$ cat config.mk
export PLATFORM = sky130hd
export DESIGN_NAME = csa_solo_arbiter
export DESIGN_NICKNAME = d
export VERILOG_FILES = /design/src/logic/csa_pkg.sv /design/src/logic/csa_solo_arbiter.sv
export SDC_FILE = /design/constraint.sdc
export NUM_CORES = 1
export LEC_CHECK = 0
export ABC_AREA = 1
export BUFFER_PORTS_ARGS = -buffer_cell sky130_fd_sc_hd__buf_2
export CAP_MARGIN = 10
export CORE_ASPECT_RATIO = 1.25
export CORE_MARGIN = 10
export CORE_UTILIZATION = 58
export DETAILED_ROUTE_END_ITERATION = 7
export PLACE_DENSITY = 0.87
export SLEW_MARGIN = 10
export SYNTH_ARGS = -nofsm -noshare
export SYNTH_HDL_FRONTEND = slang
export SYNTH_SLANG_ARGS = --single-unit
$ cat constraint.sdc
create_clock -name core_clk -period 3.2 [get_ports core_clk]
set_input_delay 0.16 -clock core_clk [delete_from_list [all_inputs] [get_ports core_clk]]
set_output_delay 0.16 -clock core_clk [all_outputs]
set_load 0.02 [all_outputs]
$ cat src/logic/csa_pkg.sv
// Shared constants and carrier types for the console solo arbiter
package csa_pkg;

  // Module counts on the console
  localparam int NCH  = 16;               // Input channel modules
  localparam int NOUT = 8;                // Output sections (group, aux, matrix)
  localparam int NGRP = 8;                // Group master faders

  // Bus geometry
  localparam int AXI_AW = 8;              // Byte address width
  localparam int AXI_DW = 32;             // Data width

  // Register byte offsets
  localparam logic [7:0] REG_CTRL     = 8'h00;  // Option switches
  localparam logic [7:0] REG_STATUS   = 8'h04;  // Arbiter state
  localparam logic [7:0] REG_IN_SOLO  = 8'h08;  // Input solo latches
  localparam logic [7:0] REG_OUT_SOLO = 8'h0c;  // Output solo latches
  localparam logic [7:0] REG_STEREO   = 8'h10;  // Stereo input mask
  localparam logic [7:0] REG_GRP_SOLO = 8'h14;  // Group master solo latches
  localparam logic [7:0] REG_GRP_BASE = 8'h20;  // Group membership, one word each

  // Field positions
  localparam int CTRL_AUTO   = 0;         // Auto-cancel on
  localparam int CTRL_PRIO   = 1;         // Input priority on
  localparam int ST_SIP      = 0;         // Solo-in-place mode active
  localparam int ST_ANY      = 1;         // Any solo active
  localparam int ST_MON      = 2;         // Monitor follows solo bus
  localparam int ST_OUT_HELD = 3;         // Output solo retained but replaced

  // Reset values
  localparam logic [1:0]      CTRL_RST   = 2'h0;
  localparam logic [NCH-1:0]  STEREO_RST = 16'h0000;

  // Bus answers
  localparam logic [1:0] RESP_OKAY   = 2'h0;
  localparam logic [1:0] RESP_SLVERR = 2'h2;

  // Timing
  localparam longint CLK_HZ       = 50000000;  // Core clock rate
  localparam longint SIP_HOLD_MS  = 2000;      // Mode switch hold time
  localparam int     SIP_HOLD_CYC = int'((SIP_HOLD_MS * CLK_HZ) / 1000);
  localparam int     HOLD_W       = 27;        // Hold counter width

  // Module switch levels as they arrive from the panel
  typedef struct packed {
    logic [NCH-1:0]  chanSolo;            // Channel solo buttons
    logic [NOUT-1:0] outSolo;             // Output solo buttons
    logic [NGRP-1:0] grpSolo;             // Group master solo buttons
    logic [NCH-1:0]  chanSafe;            // Channel mute-safe state
    logic            sipKey;              // Protected mode switch
    logic            clearKey;            // Solo clear button
  } csa_sw_t;

  localparam int SW_W = $bits(csa_sw_t);

  // Drive towards mutes, solo bus and monitor switching
  typedef struct packed {
    logic [NCH-1:0]  chanMute;            // Solo-in-place mutes
    logic [NCH-1:0]  chanListen;          // Channel feeds solo bus
    logic [NCH-1:0]  chanAfl;             // Channel listens after fader
    logic [NCH-1:0]  chanStereo;          // Channel listens in stereo
    logic [NOUT-1:0] outListen;           // Output feeds solo bus (after fader)
    logic            monSolo;             // Monitor and phones take solo bus
    logic            meterSolo;           // Left/right meters take solo bus
    logic            clearLed;            // Solo clear lamp
    logic            sipLed;              // Solo-in-place mode lamp
  } csa_drive_t;

endpackage : csa_pkg

$ cat src/logic/csa_solo_arbiter.sv
// Console solo arbiter: switch capture, solo arbitration, mutes, bus slave
//
// Operation
// Solo-in-place mutes every other input channel
// Input solo-in-place leaves monitor on stereo mix
// Further solo or mute-safe lifts solo mute
// Outputs soloed in solo-in-place act as listen
// Mode needs two-second hold; one press cancels
// Clear lamp lit while any solo active
// Clear button cancels every solo in any mode
// Auto-cancel alone leaves only newest solo
// Input priority keeps output solo, replaces audio
// Releasing input solo restores retained output solo
// Both options: inputs cancel inputs, outputs outputs
// Group solo listens to members after fader
// Inputs listen after fader only via group
// Group solo in place solos all members
// Main meters follow solo bus when listening
// One global solo mode for whole console
// Listen solo switches monitor, phones, meters
// Mono/stereo inputs pre-fade, outputs stereo listen
// Clock-counted hold; reset clears requests and options
// Switches synchronised, edge-detected into single toggles
//
// The placing of the registers and the AXI4-Lite register port are this design's own decisions.
`timescale 1ns/1ps
module csa_solo_arbiter
  import csa_pkg::*;
#(
  parameter int SIP_HOLD = SIP_HOLD_CYC   // Cycles the mode switch must be held
)(
  // Clock and reset
  input  wire logic                core_clk,
  input  wire logic                rst,
  // Panel switches, asynchronous to the core clock
  input  wire csa_sw_t             panelSw,
  // Mute, solo bus and monitor drive
  output csa_drive_t               drive,
  // AXI4-Lite write address and data
  input  wire logic [AXI_AW-1:0]   s_axi_awaddr,
  input  wire logic                s_axi_awvalid,
  output logic                     s_axi_awready,
  input  wire logic [AXI_DW-1:0]   s_axi_wdata,
  input  wire logic [3:0]          s_axi_wstrb,
  input  wire logic                s_axi_wvalid,
  output logic                     s_axi_wready,
  // AXI4-Lite write response
  output logic [1:0]               s_axi_bresp,
  output logic                     s_axi_bvalid,
  input  wire logic                s_axi_bready,
  // AXI4-Lite read
  input  wire logic [AXI_AW-1:0]   s_axi_araddr,
  input  wire logic                s_axi_arvalid,
  output logic                     s_axi_arready,
  output logic [AXI_DW-1:0]        s_axi_rdata,
  output logic [1:0]               s_axi_rresp,
  output logic                     s_axi_rvalid,
  input  wire logic                s_axi_rready
);

  // Switch capture state
  logic [SW_W-1:0]   swMeta_r;             // First sync stage, feeds swSync_r only
  logic [SW_W-1:0]   swSync_r;             // Second sync stage
  logic [SW_W-1:0]   swPrev_r;             // Previous synchronised level
  csa_sw_t           swLvl;                // Synchronised levels
  csa_sw_t           press;                // One-cycle press events

  // Arbitration state
  logic [NCH-1:0]    chanSolo_r, chanSolo_nxt;
  logic [NOUT-1:0]   outSolo_r,  outSolo_nxt;
  logic [NGRP-1:0]   grpSolo_r,  grpSolo_nxt;
  logic              sipMode_r,  sipMode_nxt;
  logic [HOLD_W-1:0] holdCnt_r,  holdCnt_nxt;
  csa_drive_t        drive_nxt;

  // Software-visible settings
  logic [1:0]        ctrl_r,   ctrl_nxt;
  logic [NCH-1:0]    stereo_r, stereo_nxt;
  logic [NCH-1:0]    member_r   [NGRP];    // Channels assigned to each group
  logic [NCH-1:0]    member_nxt [NGRP];

  // Bus slave state
  logic              awGot_r, awGot_nxt;   // Write address captured
  logic [AXI_AW-1:0] awAddr_r, awAddr_nxt;
  logic              wGot_r, wGot_nxt;     // Write data captured
  logic [AXI_DW-1:0] wData_r, wData_nxt;
  logic [3:0]        wStrb_r, wStrb_nxt;
  logic              awReady_nxt, wReady_nxt, bValid_nxt, arReady_nxt, rValid_nxt;
  logic [1:0]        bResp_nxt, rResp_nxt;
  logic [AXI_DW-1:0] rData_nxt;

  // Derived solo picture
  logic [NCH-1:0]    grpIn;                // Channels driven by a group master
  logic [NCH-1:0]    effIn;                // Channels soloed by any route
  logic              anyIn, anyOut, autoOn, prioOn;

  assign swLvl  = csa_sw_t'(swSync_r);
  // rising edge gives one toggle per press
  assign press  = csa_sw_t'(swSync_r & ~swPrev_r);
  assign autoOn = ctrl_r[CTRL_AUTO];
  assign prioOn = ctrl_r[CTRL_PRIO];

  // Panel switches cross into the core clock through two flops
  always_ff @(posedge core_clk)
  begin
    if (rst)
    begin
      swMeta_r <= '0;
      swSync_r <= '0;
      swPrev_r <= '0;
    end
    else
    begin
      // two-stage synchroniser
      swMeta_r <= panelSw;
      swSync_r <= swMeta_r;
      swPrev_r <= swSync_r;
    end
  end

  // Group membership expands a group solo onto its channels
  always_comb
  begin
    grpIn = '0;
    for (int g = 0; g < NGRP; g++)
    begin
      // group solo stands for each member's solo
      if (grpSolo_r[g])
        grpIn = grpIn | member_r[g];
    end
    effIn  = chanSolo_r | grpIn;
    anyIn  = |effIn;
    anyOut = |outSolo_r;
  end

  // Solo latches, auto-cancel, input priority, mode switch
  always_comb
  begin
    logic [NCH-1:0]  chOn;
    logic [NOUT-1:0] outOn;
    logic [NGRP-1:0] grOn;
    logic            newIn, newOut;
    chOn         = press.chanSolo & ~chanSolo_r;
    outOn        = press.outSolo  & ~outSolo_r;
    grOn         = press.grpSolo  & ~grpSolo_r;
    newIn        = |chOn || |grOn;
    newOut       = |outOn;
    // Plain toggle by default
    chanSolo_nxt = chanSolo_r ^ press.chanSolo;
    outSolo_nxt  = outSolo_r  ^ press.outSolo;
    grpSolo_nxt  = grpSolo_r  ^ press.grpSolo;
    if (autoOn && !prioOn)
    begin
      // any new solo drops every earlier one
      if (newIn || newOut)
      begin
        chanSolo_nxt = chOn;
        outSolo_nxt  = outOn;
        grpSolo_nxt  = grOn;
      end
    end
    else if (autoOn && prioOn)
    begin
      // each side cancels only its own kind
      if (newIn)
      begin
        chanSolo_nxt = chOn;
        grpSolo_nxt  = grOn;
      end
      if (newOut)
        outSolo_nxt = outOn;
    end
    // clear button wins over every toggle
    if (press.clearKey)
    begin
      chanSolo_nxt = '0;
      outSolo_nxt  = '0;
      grpSolo_nxt  = '0;
    end
    // hold qualifies entry, one press leaves
    sipMode_nxt = sipMode_r;
    holdCnt_nxt = '0;
    if (sipMode_r)
    begin
      if (press.sipKey)
        sipMode_nxt = 1'b0;
    end
    else if (swLvl.sipKey)
    begin
      // hold measured on the core clock
      if (holdCnt_r == HOLD_W'(SIP_HOLD - 1))
        sipMode_nxt = 1'b1;
      else
        holdCnt_nxt = holdCnt_r + HOLD_W'(1);
    end
  end

  // Drive computation, registered so every output leaves a flop
  always_comb
  begin
    drive_nxt = '0;
    // one mode flag governs every module
    if (sipMode_r)
    begin
      // unsoloed channels muted while any input solos
      // soloed or safe channels stay unmuted
      // group members count as soloed here
      if (anyIn)
        drive_nxt.chanMute = ~effIn & ~swLvl.chanSafe;
      // outputs still listen after fader
      drive_nxt.outListen = outSolo_r;
      // monitor moves only for an output solo
      drive_nxt.monSolo   = anyOut;
    end
    else
    begin
      drive_nxt.chanListen = effIn;
      // after-fade only for group-driven channels
      drive_nxt.chanAfl    = grpIn;
      // stereo for stereo inputs and after-fade listen
      drive_nxt.chanStereo = effIn & (stereo_r | grpIn);
      // input solo replaces output audio under priority
      // output audio returns once inputs are released
      drive_nxt.outListen  = (prioOn && anyIn) ? '0 : outSolo_r;
      // any listen takes monitor and phones
      drive_nxt.monSolo    = anyIn || anyOut;
    end
    // meters follow the monitor switching
    drive_nxt.meterSolo = drive_nxt.monSolo;
    // clear lamp shows any active solo
    drive_nxt.clearLed  = anyIn || anyOut;
    drive_nxt.sipLed    = sipMode_r;
  end

  // Arbitration registers
  always_ff @(posedge core_clk)
  begin
    if (rst)
    begin
      // reset drops solos, mode, hold count and drive
      chanSolo_r <= '0;
      outSolo_r  <= '0;
      grpSolo_r  <= '0;
      sipMode_r  <= 1'b0;
      holdCnt_r  <= '0;
      drive      <= '0;
    end
    else
    begin
      chanSolo_r <= chanSolo_nxt;
      outSolo_r  <= outSolo_nxt;
      grpSolo_r  <= grpSolo_nxt;
      sipMode_r  <= sipMode_nxt;
      holdCnt_r  <= holdCnt_nxt;
      drive      <= drive_nxt;
    end
  end

  // Applies byte enables to a register word
  function automatic logic [AXI_DW-1:0] strobe(input logic [AXI_DW-1:0] old,
                                               input logic [AXI_DW-1:0] dat,
                                               input logic [3:0]        be);
    logic [AXI_DW-1:0] res;
    res = old;
    for (int b = 0; b < 4; b++)
    begin
      if (be[b])
        res[b*8 +: 8] = dat[b*8 +: 8];
    end
    return res;
  endfunction : strobe

  // Bus slave: address and data taken in either order, one write at a time
  always_comb
  begin
    logic [AXI_DW-1:0] wd;
    logic              hit;
    wd         = '0;
    hit        = 1'b0;
    awGot_nxt  = awGot_r;
    awAddr_nxt = awAddr_r;
    wGot_nxt   = wGot_r;
    wData_nxt  = wData_r;
    wStrb_nxt  = wStrb_r;
    bValid_nxt = s_axi_bvalid && !s_axi_bready;
    bResp_nxt  = s_axi_bresp;
    ctrl_nxt   = ctrl_r;
    stereo_nxt = stereo_r;
    member_nxt = member_r;
    if (s_axi_awvalid && s_axi_awready)
    begin
      awGot_nxt  = 1'b1;
      awAddr_nxt = s_axi_awaddr;
    end
    if (s_axi_wvalid && s_axi_wready)
    begin
      wGot_nxt  = 1'b1;
      wData_nxt = s_axi_wdata;
      wStrb_nxt = s_axi_wstrb;
    end
    // Commit once both halves are in and no response is pending
    if (awGot_r && wGot_r && !s_axi_bvalid)
    begin
      awGot_nxt = 1'b0;
      wGot_nxt  = 1'b0;
      if (awAddr_r == REG_CTRL)
      begin
        wd       = strobe({30'h0, ctrl_r}, wData_r, wStrb_r);
        ctrl_nxt = wd[1:0];
        hit      = 1'b1;
      end
      else if (awAddr_r == REG_STEREO)
      begin
        wd         = strobe({16'h0, stereo_r}, wData_r, wStrb_r);
        stereo_nxt = wd[NCH-1:0];
        hit        = 1'b1;
      end
      for (int g = 0; g < NGRP; g++)
      begin
        if (awAddr_r == REG_GRP_BASE + AXI_AW'(4 * g))
        begin
          wd            = strobe({16'h0, member_r[g]}, wData_r, wStrb_r);
          member_nxt[g] = wd[NCH-1:0];
          hit           = 1'b1;
        end
      end
      bValid_nxt = 1'b1;
      bResp_nxt  = hit ? RESP_OKAY : RESP_SLVERR;
    end
    awReady_nxt = !awGot_nxt && !bValid_nxt;
    wReady_nxt  = !wGot_nxt && !bValid_nxt;
  end

  // Read side: one cycle from address to data
  always_comb
  begin
    rValid_nxt = s_axi_rvalid && !s_axi_rready;
    rData_nxt  = s_axi_rdata;
    rResp_nxt  = s_axi_rresp;
    if (s_axi_arvalid && s_axi_arready)
    begin
      rValid_nxt = 1'b1;
      rResp_nxt  = RESP_OKAY;
      rData_nxt  = '0;
      case (s_axi_araddr)
        REG_CTRL:     rData_nxt = {30'h0, ctrl_r};
        REG_STATUS:   rData_nxt = {28'h0, prioOn && anyIn && anyOut && !sipMode_r,
                                   drive.monSolo, anyIn || anyOut, sipMode_r};
        REG_IN_SOLO:  rData_nxt = {16'h0, chanSolo_r};
        REG_OUT_SOLO: rData_nxt = {24'h0, outSolo_r};
        REG_STEREO:   rData_nxt = {16'h0, stereo_r};
        REG_GRP_SOLO: rData_nxt = {24'h0, grpSolo_r};
        default:
        begin
          // Group words, else an unmapped address
          rResp_nxt = RESP_SLVERR;
          for (int g = 0; g < NGRP; g++)
          begin
            if (s_axi_araddr == REG_GRP_BASE + AXI_AW'(4 * g))
            begin
              rData_nxt = {16'h0, member_r[g]};
              rResp_nxt = RESP_OKAY;
            end
          end
        end
      endcase
    end
    // Address is blocked while data waits, so reads never overlap
    arReady_nxt = !rValid_nxt;
  end

  // Bus and settings registers
  always_ff @(posedge core_clk)
  begin
    if (rst)
    begin
      ctrl_r        <= CTRL_RST;
      stereo_r      <= STEREO_RST;
      member_r      <= '{default: '0};
      awGot_r       <= 1'b0;
      awAddr_r      <= '0;
      wGot_r        <= 1'b0;
      wData_r       <= '0;
      wStrb_r       <= '0;
      s_axi_awready <= 1'b0;
      s_axi_wready  <= 1'b0;
      s_axi_bvalid  <= 1'b0;
      s_axi_bresp   <= RESP_OKAY;
      s_axi_arready <= 1'b0;
      s_axi_rvalid  <= 1'b0;
      s_axi_rdata   <= '0;
      s_axi_rresp   <= RESP_OKAY;
    end
    else
    begin
      ctrl_r        <= ctrl_nxt;
      stereo_r      <= stereo_nxt;
      member_r      <= member_nxt;
      awGot_r       <= awGot_nxt;
      awAddr_r      <= awAddr_nxt;
      wGot_r        <= wGot_nxt;
      wData_r       <= wData_nxt;
      wStrb_r       <= wStrb_nxt;
      s_axi_awready <= awReady_nxt;
      s_axi_wready  <= wReady_nxt;
      s_axi_bvalid  <= bValid_nxt;
      s_axi_bresp   <= bResp_nxt;
      s_axi_arready <= arReady_nxt;
      s_axi_rvalid  <= rValid_nxt;
      s_axi_rdata   <= rData_nxt;
      s_axi_rresp   <= rResp_nxt;
    end
  end

endmodule : csa_solo_arbiter

==> results.tsv, run 1 <==
stage	metric	value	unit
grt	GR Util met2	46.7	%
floorplan	number of placement rows	73	
setup_path	Setup crit start kind	register	
grt	All-Layer GR Usage	27.5	%
clock_network	cts hold-fix bufs	93	
grt	vias in the first global route	16965	
timing	minimum clock period	2.60	ns
clock_network	total CTS buffers	43	
outcome	outcome	complete, but fails checks	
final_layout	fill count	2392	
timing	clk_skew	0.0145	ns
floorplan	Die Ht	221	um
grt	M1 GR Usage	30.4	%
logic_synthesis	cell taking the most area after synthesis	dfxtp_1	
timing	Pins Over Slew Limit	0	
grt	initial antenna violation count	1	
floorplan	CORE AREA	0.0318	mm2
setup_path	CP max stage delay	0.61	ns
clock_network	CTS root buf	clkbuf_16	
pwr	total power	0.0123	W
final_layout	commonest non-fill, non-tap cells in the layout	dfxtp_1 (466), nand2_1 (437), nor2_1 (309)	
routing	DR pass1 iterations	8	
timing	setup tns final	0	ns
clock_network	# resized after CTS	0	
routing	DRC violations left	2	
timing	RSZ-0062 raised after global routing	no	
routing	Vias/cell	5.54	
logic_synthesis	Synth Flop Type	dfxtp_1	
logic_synthesis	Yosys warnings	0	
place	Buffers on Ports	189	
logic_synthesis	Yosys cell types	47	
final_layout	Syn-to-layout area delta	18.3	%
grt	total grt overflow	0	
place	Final Wtd Congestion	0.988	
logic_synthesis	Mapped Avg Cell Area	7.78	um2
clock_network	H-tree levels	2	
setup_path	crit-path max FO	33	
logic_synthesis	top-area cell type share of the netlist area	49.9	%
setup_path	Worst setup EP type	register	
floorplan	die area	0.0398	mm2
pwr	Lkg Pwr	10.2	nW
timing	FMAX	384	MHz
timing	Final Cycle Share	81.3	%
logic_synthesis	sequential cell area fraction in the yosys report	49.9	%
logic_synthesis	FFs w/ async S/R, synth	0	%
setup_path	Crit path max-delay family	simple AND/OR/NAND/NOR gates	
floorplan	Chip Width	181	um
setup_path	crit path max-delay cell type	nor4_1	
grt	largest net degree at the start of global routing	101	
outcome	failing checks	design-rule violations	
routing	Iter 0 DRT Violations	2081	
clock_network	clk_lat worst skew	0.57	ns
setup_path	WP buf/inv	3	
pwr	Pwr per Cell Area	559	mW/mm2
logic_synthesis	Post-Synthesis Cell Area	0.0187	mm2
routing	vias post-DR	17160	
logic_synthesis	synthesis-stage register bit count	466	
routing	Routed Antenna Nets	0	
setup_path	Setup CP Type	register to register	
logic_synthesis	number of flops mapped to enable cells by yosys	0	
clock_network	CTS Sinks	466	
grt	GR peak layer	met2	
setup_path	worst path arrival time	3.05	ns
grt	Global Route met3 Usage	6.81	%
pwr	worst vdd ir	450	uV
logic_synthesis	Post-Syn Instances	2402	
floorplan	Initial Util	58.8	%
timing	slew margin rel.	30.5	%
logic_synthesis	top cells by area, synth	dfxtp_1 (50%), nand2_1 (8.8%), a21oi_1 (6.3%)	
flow_run	MaxCap Viol Count	0	
timing	Fin. Hold Viols	0	
setup_path	Cell Chain, Critical Path	inv_1, ha_1, nor4_1, nand3_1, nor2_1, nand3_1, nand2_2, nand2_4, inv_2, buf_12, nand2_1, nand2_1, nor2_1	
final_layout	layout cells sized above 1	14.4	%
setup_path	WP data required	3.65	ns
final_layout	commonest non-fill, non-tap cell in the layout	dfxtp_1	
hold_path	Hold WC Path Type	input pin to register	
floorplan	I/O pins	226	
clock_network	CTS tree	built	
clock_network	Max clock buf depth	3	
clock_network	post-CTS setup buffer count	0	
routing	final WL	57000	um
grt	first-pass GRT wire length	88700	um
timing	measured slew at the worst slew-check pin	1.04	ns
timing	Setup violations, final	0	
clock_network	clock-pin slew on the worst setup and hold paths	0.07	ns
place	Post-DP HPWL	37600	um
final_layout	Nets	2797	
routing	Wirelength per Cell	18.4	um
[worst min-delay path: stages]
cell and delay [ns]:
buf_2 0.10, nor2_4 0.05, o211ai_1 0.08, nand3_1 0.07
a21oi_1 0.11
[registers in the layout (all words and copies together), names as in the netlist, 2 cells and up]
register / flops
wData_r: 16
awAddr_r: 8
grpSolo_r: 8
s_axi_rdata: 16
swMeta_r: 50
holdCnt_r: 27
stereo_r: 16
drive: 75
outSolo_r: 8
swPrev_r: 34
ctrl_r: 2
wStrb_r: 2
member_r: 128
swLvl: 50
chanSolo_r: 16
[layer usage]
metal | up-vias | routed length (um)
met3 | 289 | 6250
li1 | 8126 | -
met5 | - | 0
met1 | 7736 | 20200
met2 | 1009 | 26600
met4 | 0 | 4010
[cells in the mapped netlist (10+ instances only)]
| library cell | count |
|---|---|
| ha_1 | 33 |
| nor2_1 | 309 |
| buf_2 | 11 |
| o21ai_0 | 190 |
| nor4_1 | 13 |
| a31oi_1 | 18 |
| nand2_1 | 437 |
| a211oi_1 | 15 |
| clkbuf_1 | 50 |
| a21oi_1 | 236 |
| buf_6 | 18 |
| clkinv_1 | 18 |
| nor3_1 | 23 |
| nand4_1 | 29 |
| buf_4 | 38 |
| nor2_2 | 39 |
| nor2_4 | 19 |
| nand3_1 | 56 |
| dfxtp_1 | 466 |
| inv_1 | 290 |
| nor3_2 | 10 |
[cell type report]
| type | count | area [um2] | share of cell area (%) |
|---|---|---|---|
| Multi-Input combinational cell | 1520 | 7480 | 33.9 |
| Timing Repair Buffer | 309 | 2090 | 9.48 |
| Clock inverter | 24 | 329 | 1.49 |
| Inverter | 315 | 1180 | 5.36 |
| Tap cell | 412 | 515 | 2.33 |
| Sequential cell | 466 | 9330 | 42.2 |
| Antenna cell | 1 | 2.50 | 0.0113 |
| Clock buffer | 53 | 1150 | 5.22 |
[power breakdown]
part	internal [W]	leakage, nW	switching, W
clock	0.00315	0.723	0.00228
combinational	0.000301	5.69	0.000588
sequential	0.00595	3.79	0.0000720
total	0.00940	10.2	0.00294
[final timing paths]
| kind | endpoint | cells after the start | slack [ns] | startpoint |
|---|---|---|---|---|
| worst min register to register | drive[62]$_SDFF_PP0_ | 1 | 0.40 | swLvl[4]$_SDFF_PP0_ |
| worst max-delay path | grpSolo_r[2]$_SDFF_PP0_ | 13 | 0.60 | chanSolo_r[8]$_SDFF_PP0_ |
| worst min-delay path | s_axi_rresp[1]$_SDFFE_PP0P_ | 5 | 0.05 | s_axi_araddr[0] |
| worst max register to register | grpSolo_r[2]$_SDFF_PP0_ | 13 | 0.60 | chanSolo_r[8]$_SDFF_PP0_ |
[cell families (layout without fill, tap and decap cells)]
kind of cell | after synthesis | after routing | synth area share (%)
flops | 466 | 466 | 49.9
fa+ha+maj | 33 | 33 | 2.21
other cells | 1 | 19 | 0.0201
buf+inv | 433 | 701 | 10.4
xor+xnor | 11 | 11 | 0.516
simple gates | 969 | 969 | 23.1
compound gates | 489 | 489 | 13.8
[stage by stage]
| step | setup WS (ns) | cell area, um2 | util, % | hold slack, ns | std cells |
|---|---|---|---|---|---|
| floorplan | 1.14 | 18700 | - | 0.243 | 2419 |
| global placement | 0.766 | 19700 | 61.9 | 0.359 | 2929 |
| detailed placement | 0.692 | 19700 | 61.9 | 0.368 | 2929 |
| CTS | 0.669 | 22100 | 69.5 | 0.0566 | 3099 |
| global route | 0.495 | 22100 | 69.5 | 0.0878 | 3100 |
| finish | 0.599 | 22100 | 69.5 | 0.0546 | 3100 |
Power figures use the tool's default switching activity.
==> run 2: changes to the inputs <==
- clock period: 3.2 -> 2.4 ns (I/O delays scaled with it)
==> results.tsv, run 2 (synthesis results as in run 1) <==
stage	metric	value	unit
setup_path	r2r worst-path depth	12	
pwr	Lkg Pwr	10.3	nW
routing	DRC violations left	0	
timing	FMAX	435	MHz
timing	minimum clock period	2.30	ns
clock_network	total CTS buffers	42	
clock_network	CTS root buf	clkbuf_16	
final_layout	commonest non-fill, non-tap cell in the layout	dfxtp_1	
grt	All-Layer GR Usage	27.9	%
pwr	worst vdd ir	521	uV
grt	total grt overflow	0	
clock_network	CTS Sinks	466	
place	Post-DP HPWL	38400	um
final_layout	commonest non-fill, non-tap cells in the layout	dfxtp_1 (465), nand2_1 (437), nor2_1 (309)	
timing	setup tns final	0	ns
floorplan	I/O pins	226	
routing	vias post-DR	17361	
routing	Routed Antenna Nets	0	
timing	Final Cycle Share	95.8	%
clock_network	post-CTS setup buffer count	0	
timing	final worst setup slack	0.102	ns
floorplan	Initial Util	58.8	%
routing	DR pass1 iterations	8	
setup_path	RR Endpoint	drive[74]$_SDFF_PP0_	
final_layout	Syn-to-layout area delta	18.9	%
floorplan	number of placement rows	73	
flow_run	MaxCap Viol Count	0	
clock_network	clk_lat worst skew	0.56	ns
place	Final Wtd Congestion	1.01	
outcome	outcome	finished, final reports clean	
place	placed instance area	0.0200	mm2
clock_network	clock-pin slew on the worst setup and hold paths	0.07	ns
timing	hold slack final	0.0581	ns
final_layout	max FFs per register	128	
grt	vias in the first global route	17070	
setup_path	Setup CP Type	register to register	
place	Buffers on Ports	189	
final_layout	number of diodes	0	
hold_path	Hold Path End	s_axi_rresp[1]$_SDFFE_PP0P_	
timing	Fin. Hold Viols	0	
pwr	Sw Pwr	0.00381	W
timing	RSZ-0062 raised after global routing	no	
setup_path	Setup crit start kind	register	
clock_network	Max clock buf depth	3	
final_layout	fill count	2353	
setup_path	WP data required	2.84	ns
setup_path	R2R setup slack	0.10	ns
final_layout	top flop regs	member_r x128, drive x75	
floorplan	CORE AREA	0.0318	mm2
grt	largest net degree at the start of global routing	178	
routing	Vias/cell	5.57	
pwr	clock power share	42.9	%
clock_network	H-tree levels	2	
clock_network	CTS tree	built	
timing	slew margin rel.	39.5	%
hold_path	Hold WC Path Type	input pin to register	
grt	first-pass GRT wire length	90000	um
hold_path	worst hold start	s_axi_araddr[0]	
final_layout	layout cells sized above 1	15.3	%
place	pre-CTS setup slack	0.228	ns
routing	final WL	57700	um
pwr	sequential fraction of design power	49.7	%
timing	Pins Over Slew Limit	0	
pwr	Pwr per Cell Area	728	mW/mm2
pwr	Int Power	0.0124	W
timing	clk_skew	0.0219	ns
hold_path	WHS Path Cells	5	
timing	Setup violations, final	0	
floorplan	Die Ht	221	um
routing	Iter 0 DRT Violations	1870	
setup_path	FF-to-FF Start	grpSolo_r[5]$_SDFF_PP0_	
pwr	switching share of power	23.5	%
setup_path	worst path arrival time	2.74	ns
pwr	Comb pwr share	7.4	%
floorplan	Chip Width	181	um
timing	measured slew at the worst slew-check pin	0.905	ns
routing	Wirelength per Cell	18.5	um
floorplan	die area	0.0398	mm2
setup_path	Worst setup EP type	register	
final_layout	final instance area	0.0222	mm2
final_layout	Nets	2812	
final_layout	Largest Register	member_r	
setup_path	crit-path max FO	16	
grt	initial antenna violation count	0	
-- run 2: cell count changes in the layout (fill, tap and decap cells not counted), sizes merged --
cell,delta
clkbuf,+11
buf,+30
diode,-1
clkinv,-4
inv,-2
clkinvlp,-1
dlygate4sd3,-14
bufinv,-4
-- run 2: per-stage QoR --
stage,cells,util [%],power (W)
final,3115,69.9,0.0162
after global routing,3115,69.9,0.0166
after CTS,3115,69.9,0.0161
after detailed placement,2959,62.9,0.00924
after global placement,2959,62.9,0.00920
after floorplan,2419,-,0.00887
-- run 2: how the worst max path moves through the flow --
stage                         startpoint                        end  slack (ns)  depth (start not counted)
2_1_floorplan    grpSolo_r[5]$_SDFF_PP0_    grpSolo_r[1]$_SDFF_PP0_        0.34                         15
3_3_place_gp     grpSolo_r[2]$_SDFF_PP0_    grpSolo_r[7]$_SDFF_PP0_        0.23                         13
3_5_place_dp     grpSolo_r[2]$_SDFF_PP0_  chanSolo_r[15]$_SDFF_PP0_        0.23                         13
4_1_cts        chanSolo_r[13]$_SDFF_PP0_  chanSolo_r[12]$_SDFF_PP0_        0.16                         12
5_1_grt          grpSolo_r[5]$_SDFF_PP0_        drive[6]$_SDFF_PP0_        0.03                         12
6_report         grpSolo_r[5]$_SDFF_PP0_       drive[74]$_SDFF_PP0_        0.10                         12
-- run 2: routing by layer --
| metal | track usage [%] | vias up | wire length, um | share of wire [%] |
|---|---|---|---|---|
| li1 | - | 8158 | - | - |
| met2 | 46.7 | 1094 | 27000 | 47 |
| met5 | 0 | - | 0 | 0 |
| met1 | 31.5 | 7827 | 20800 | 36 |
| met4 | 18.2 | 0 | 3780 | 6.5 |
| met3 | 6.63 | 282 | 6080 | 11 |
-- run 2: what timing repair did --
item | 4_1_cts | 5_1_grt
setup endpoints to repair | 0 | 15
resized for setup | 0 | 3
endpoints found under the hold margin | 84 | 0
hold buffers | 79 | 0
-- run 2: worst max-delay path, stage by stage (launching register included) --
cell and delay (ns):
dfxtp_1 0.33, buf_4 0.24, nand2_1 0.10, nand2_1 0.05
nor2_1 0.30, nand3_1 0.18, nor2_1 0.21, nand2_1 0.09
nor2_2 0.22, nand2_2 0.15, nand2_4 0.12, buf_12 0.15
nor3_2 0.05
-- run 2: area by class of cell --
class	count	area, um2	share of cell area (%)
flip-flops and latches	466	9330	42.0
clock buffers	64	1280	5.75
repair buffers	325	2270	10.2
well taps	412	515	2.32
multi-input cells	1520	7490	33.7
clock inverters	13	153	0.687
inverters	315	1180	5.33
-- run 2: power groups by stage --
stage          Sequential (W)  Clock [W]  Combinational, W
2_1_floorplan         0.00822          0          0.000650
3_3_place_gp          0.00819          0           0.00101
3_5_place_dp          0.00820          0           0.00104
4_1_cts               0.00803    0.00695           0.00116
5_1_grt               0.00805    0.00728           0.00130
6_report              0.00803    0.00693           0.00120
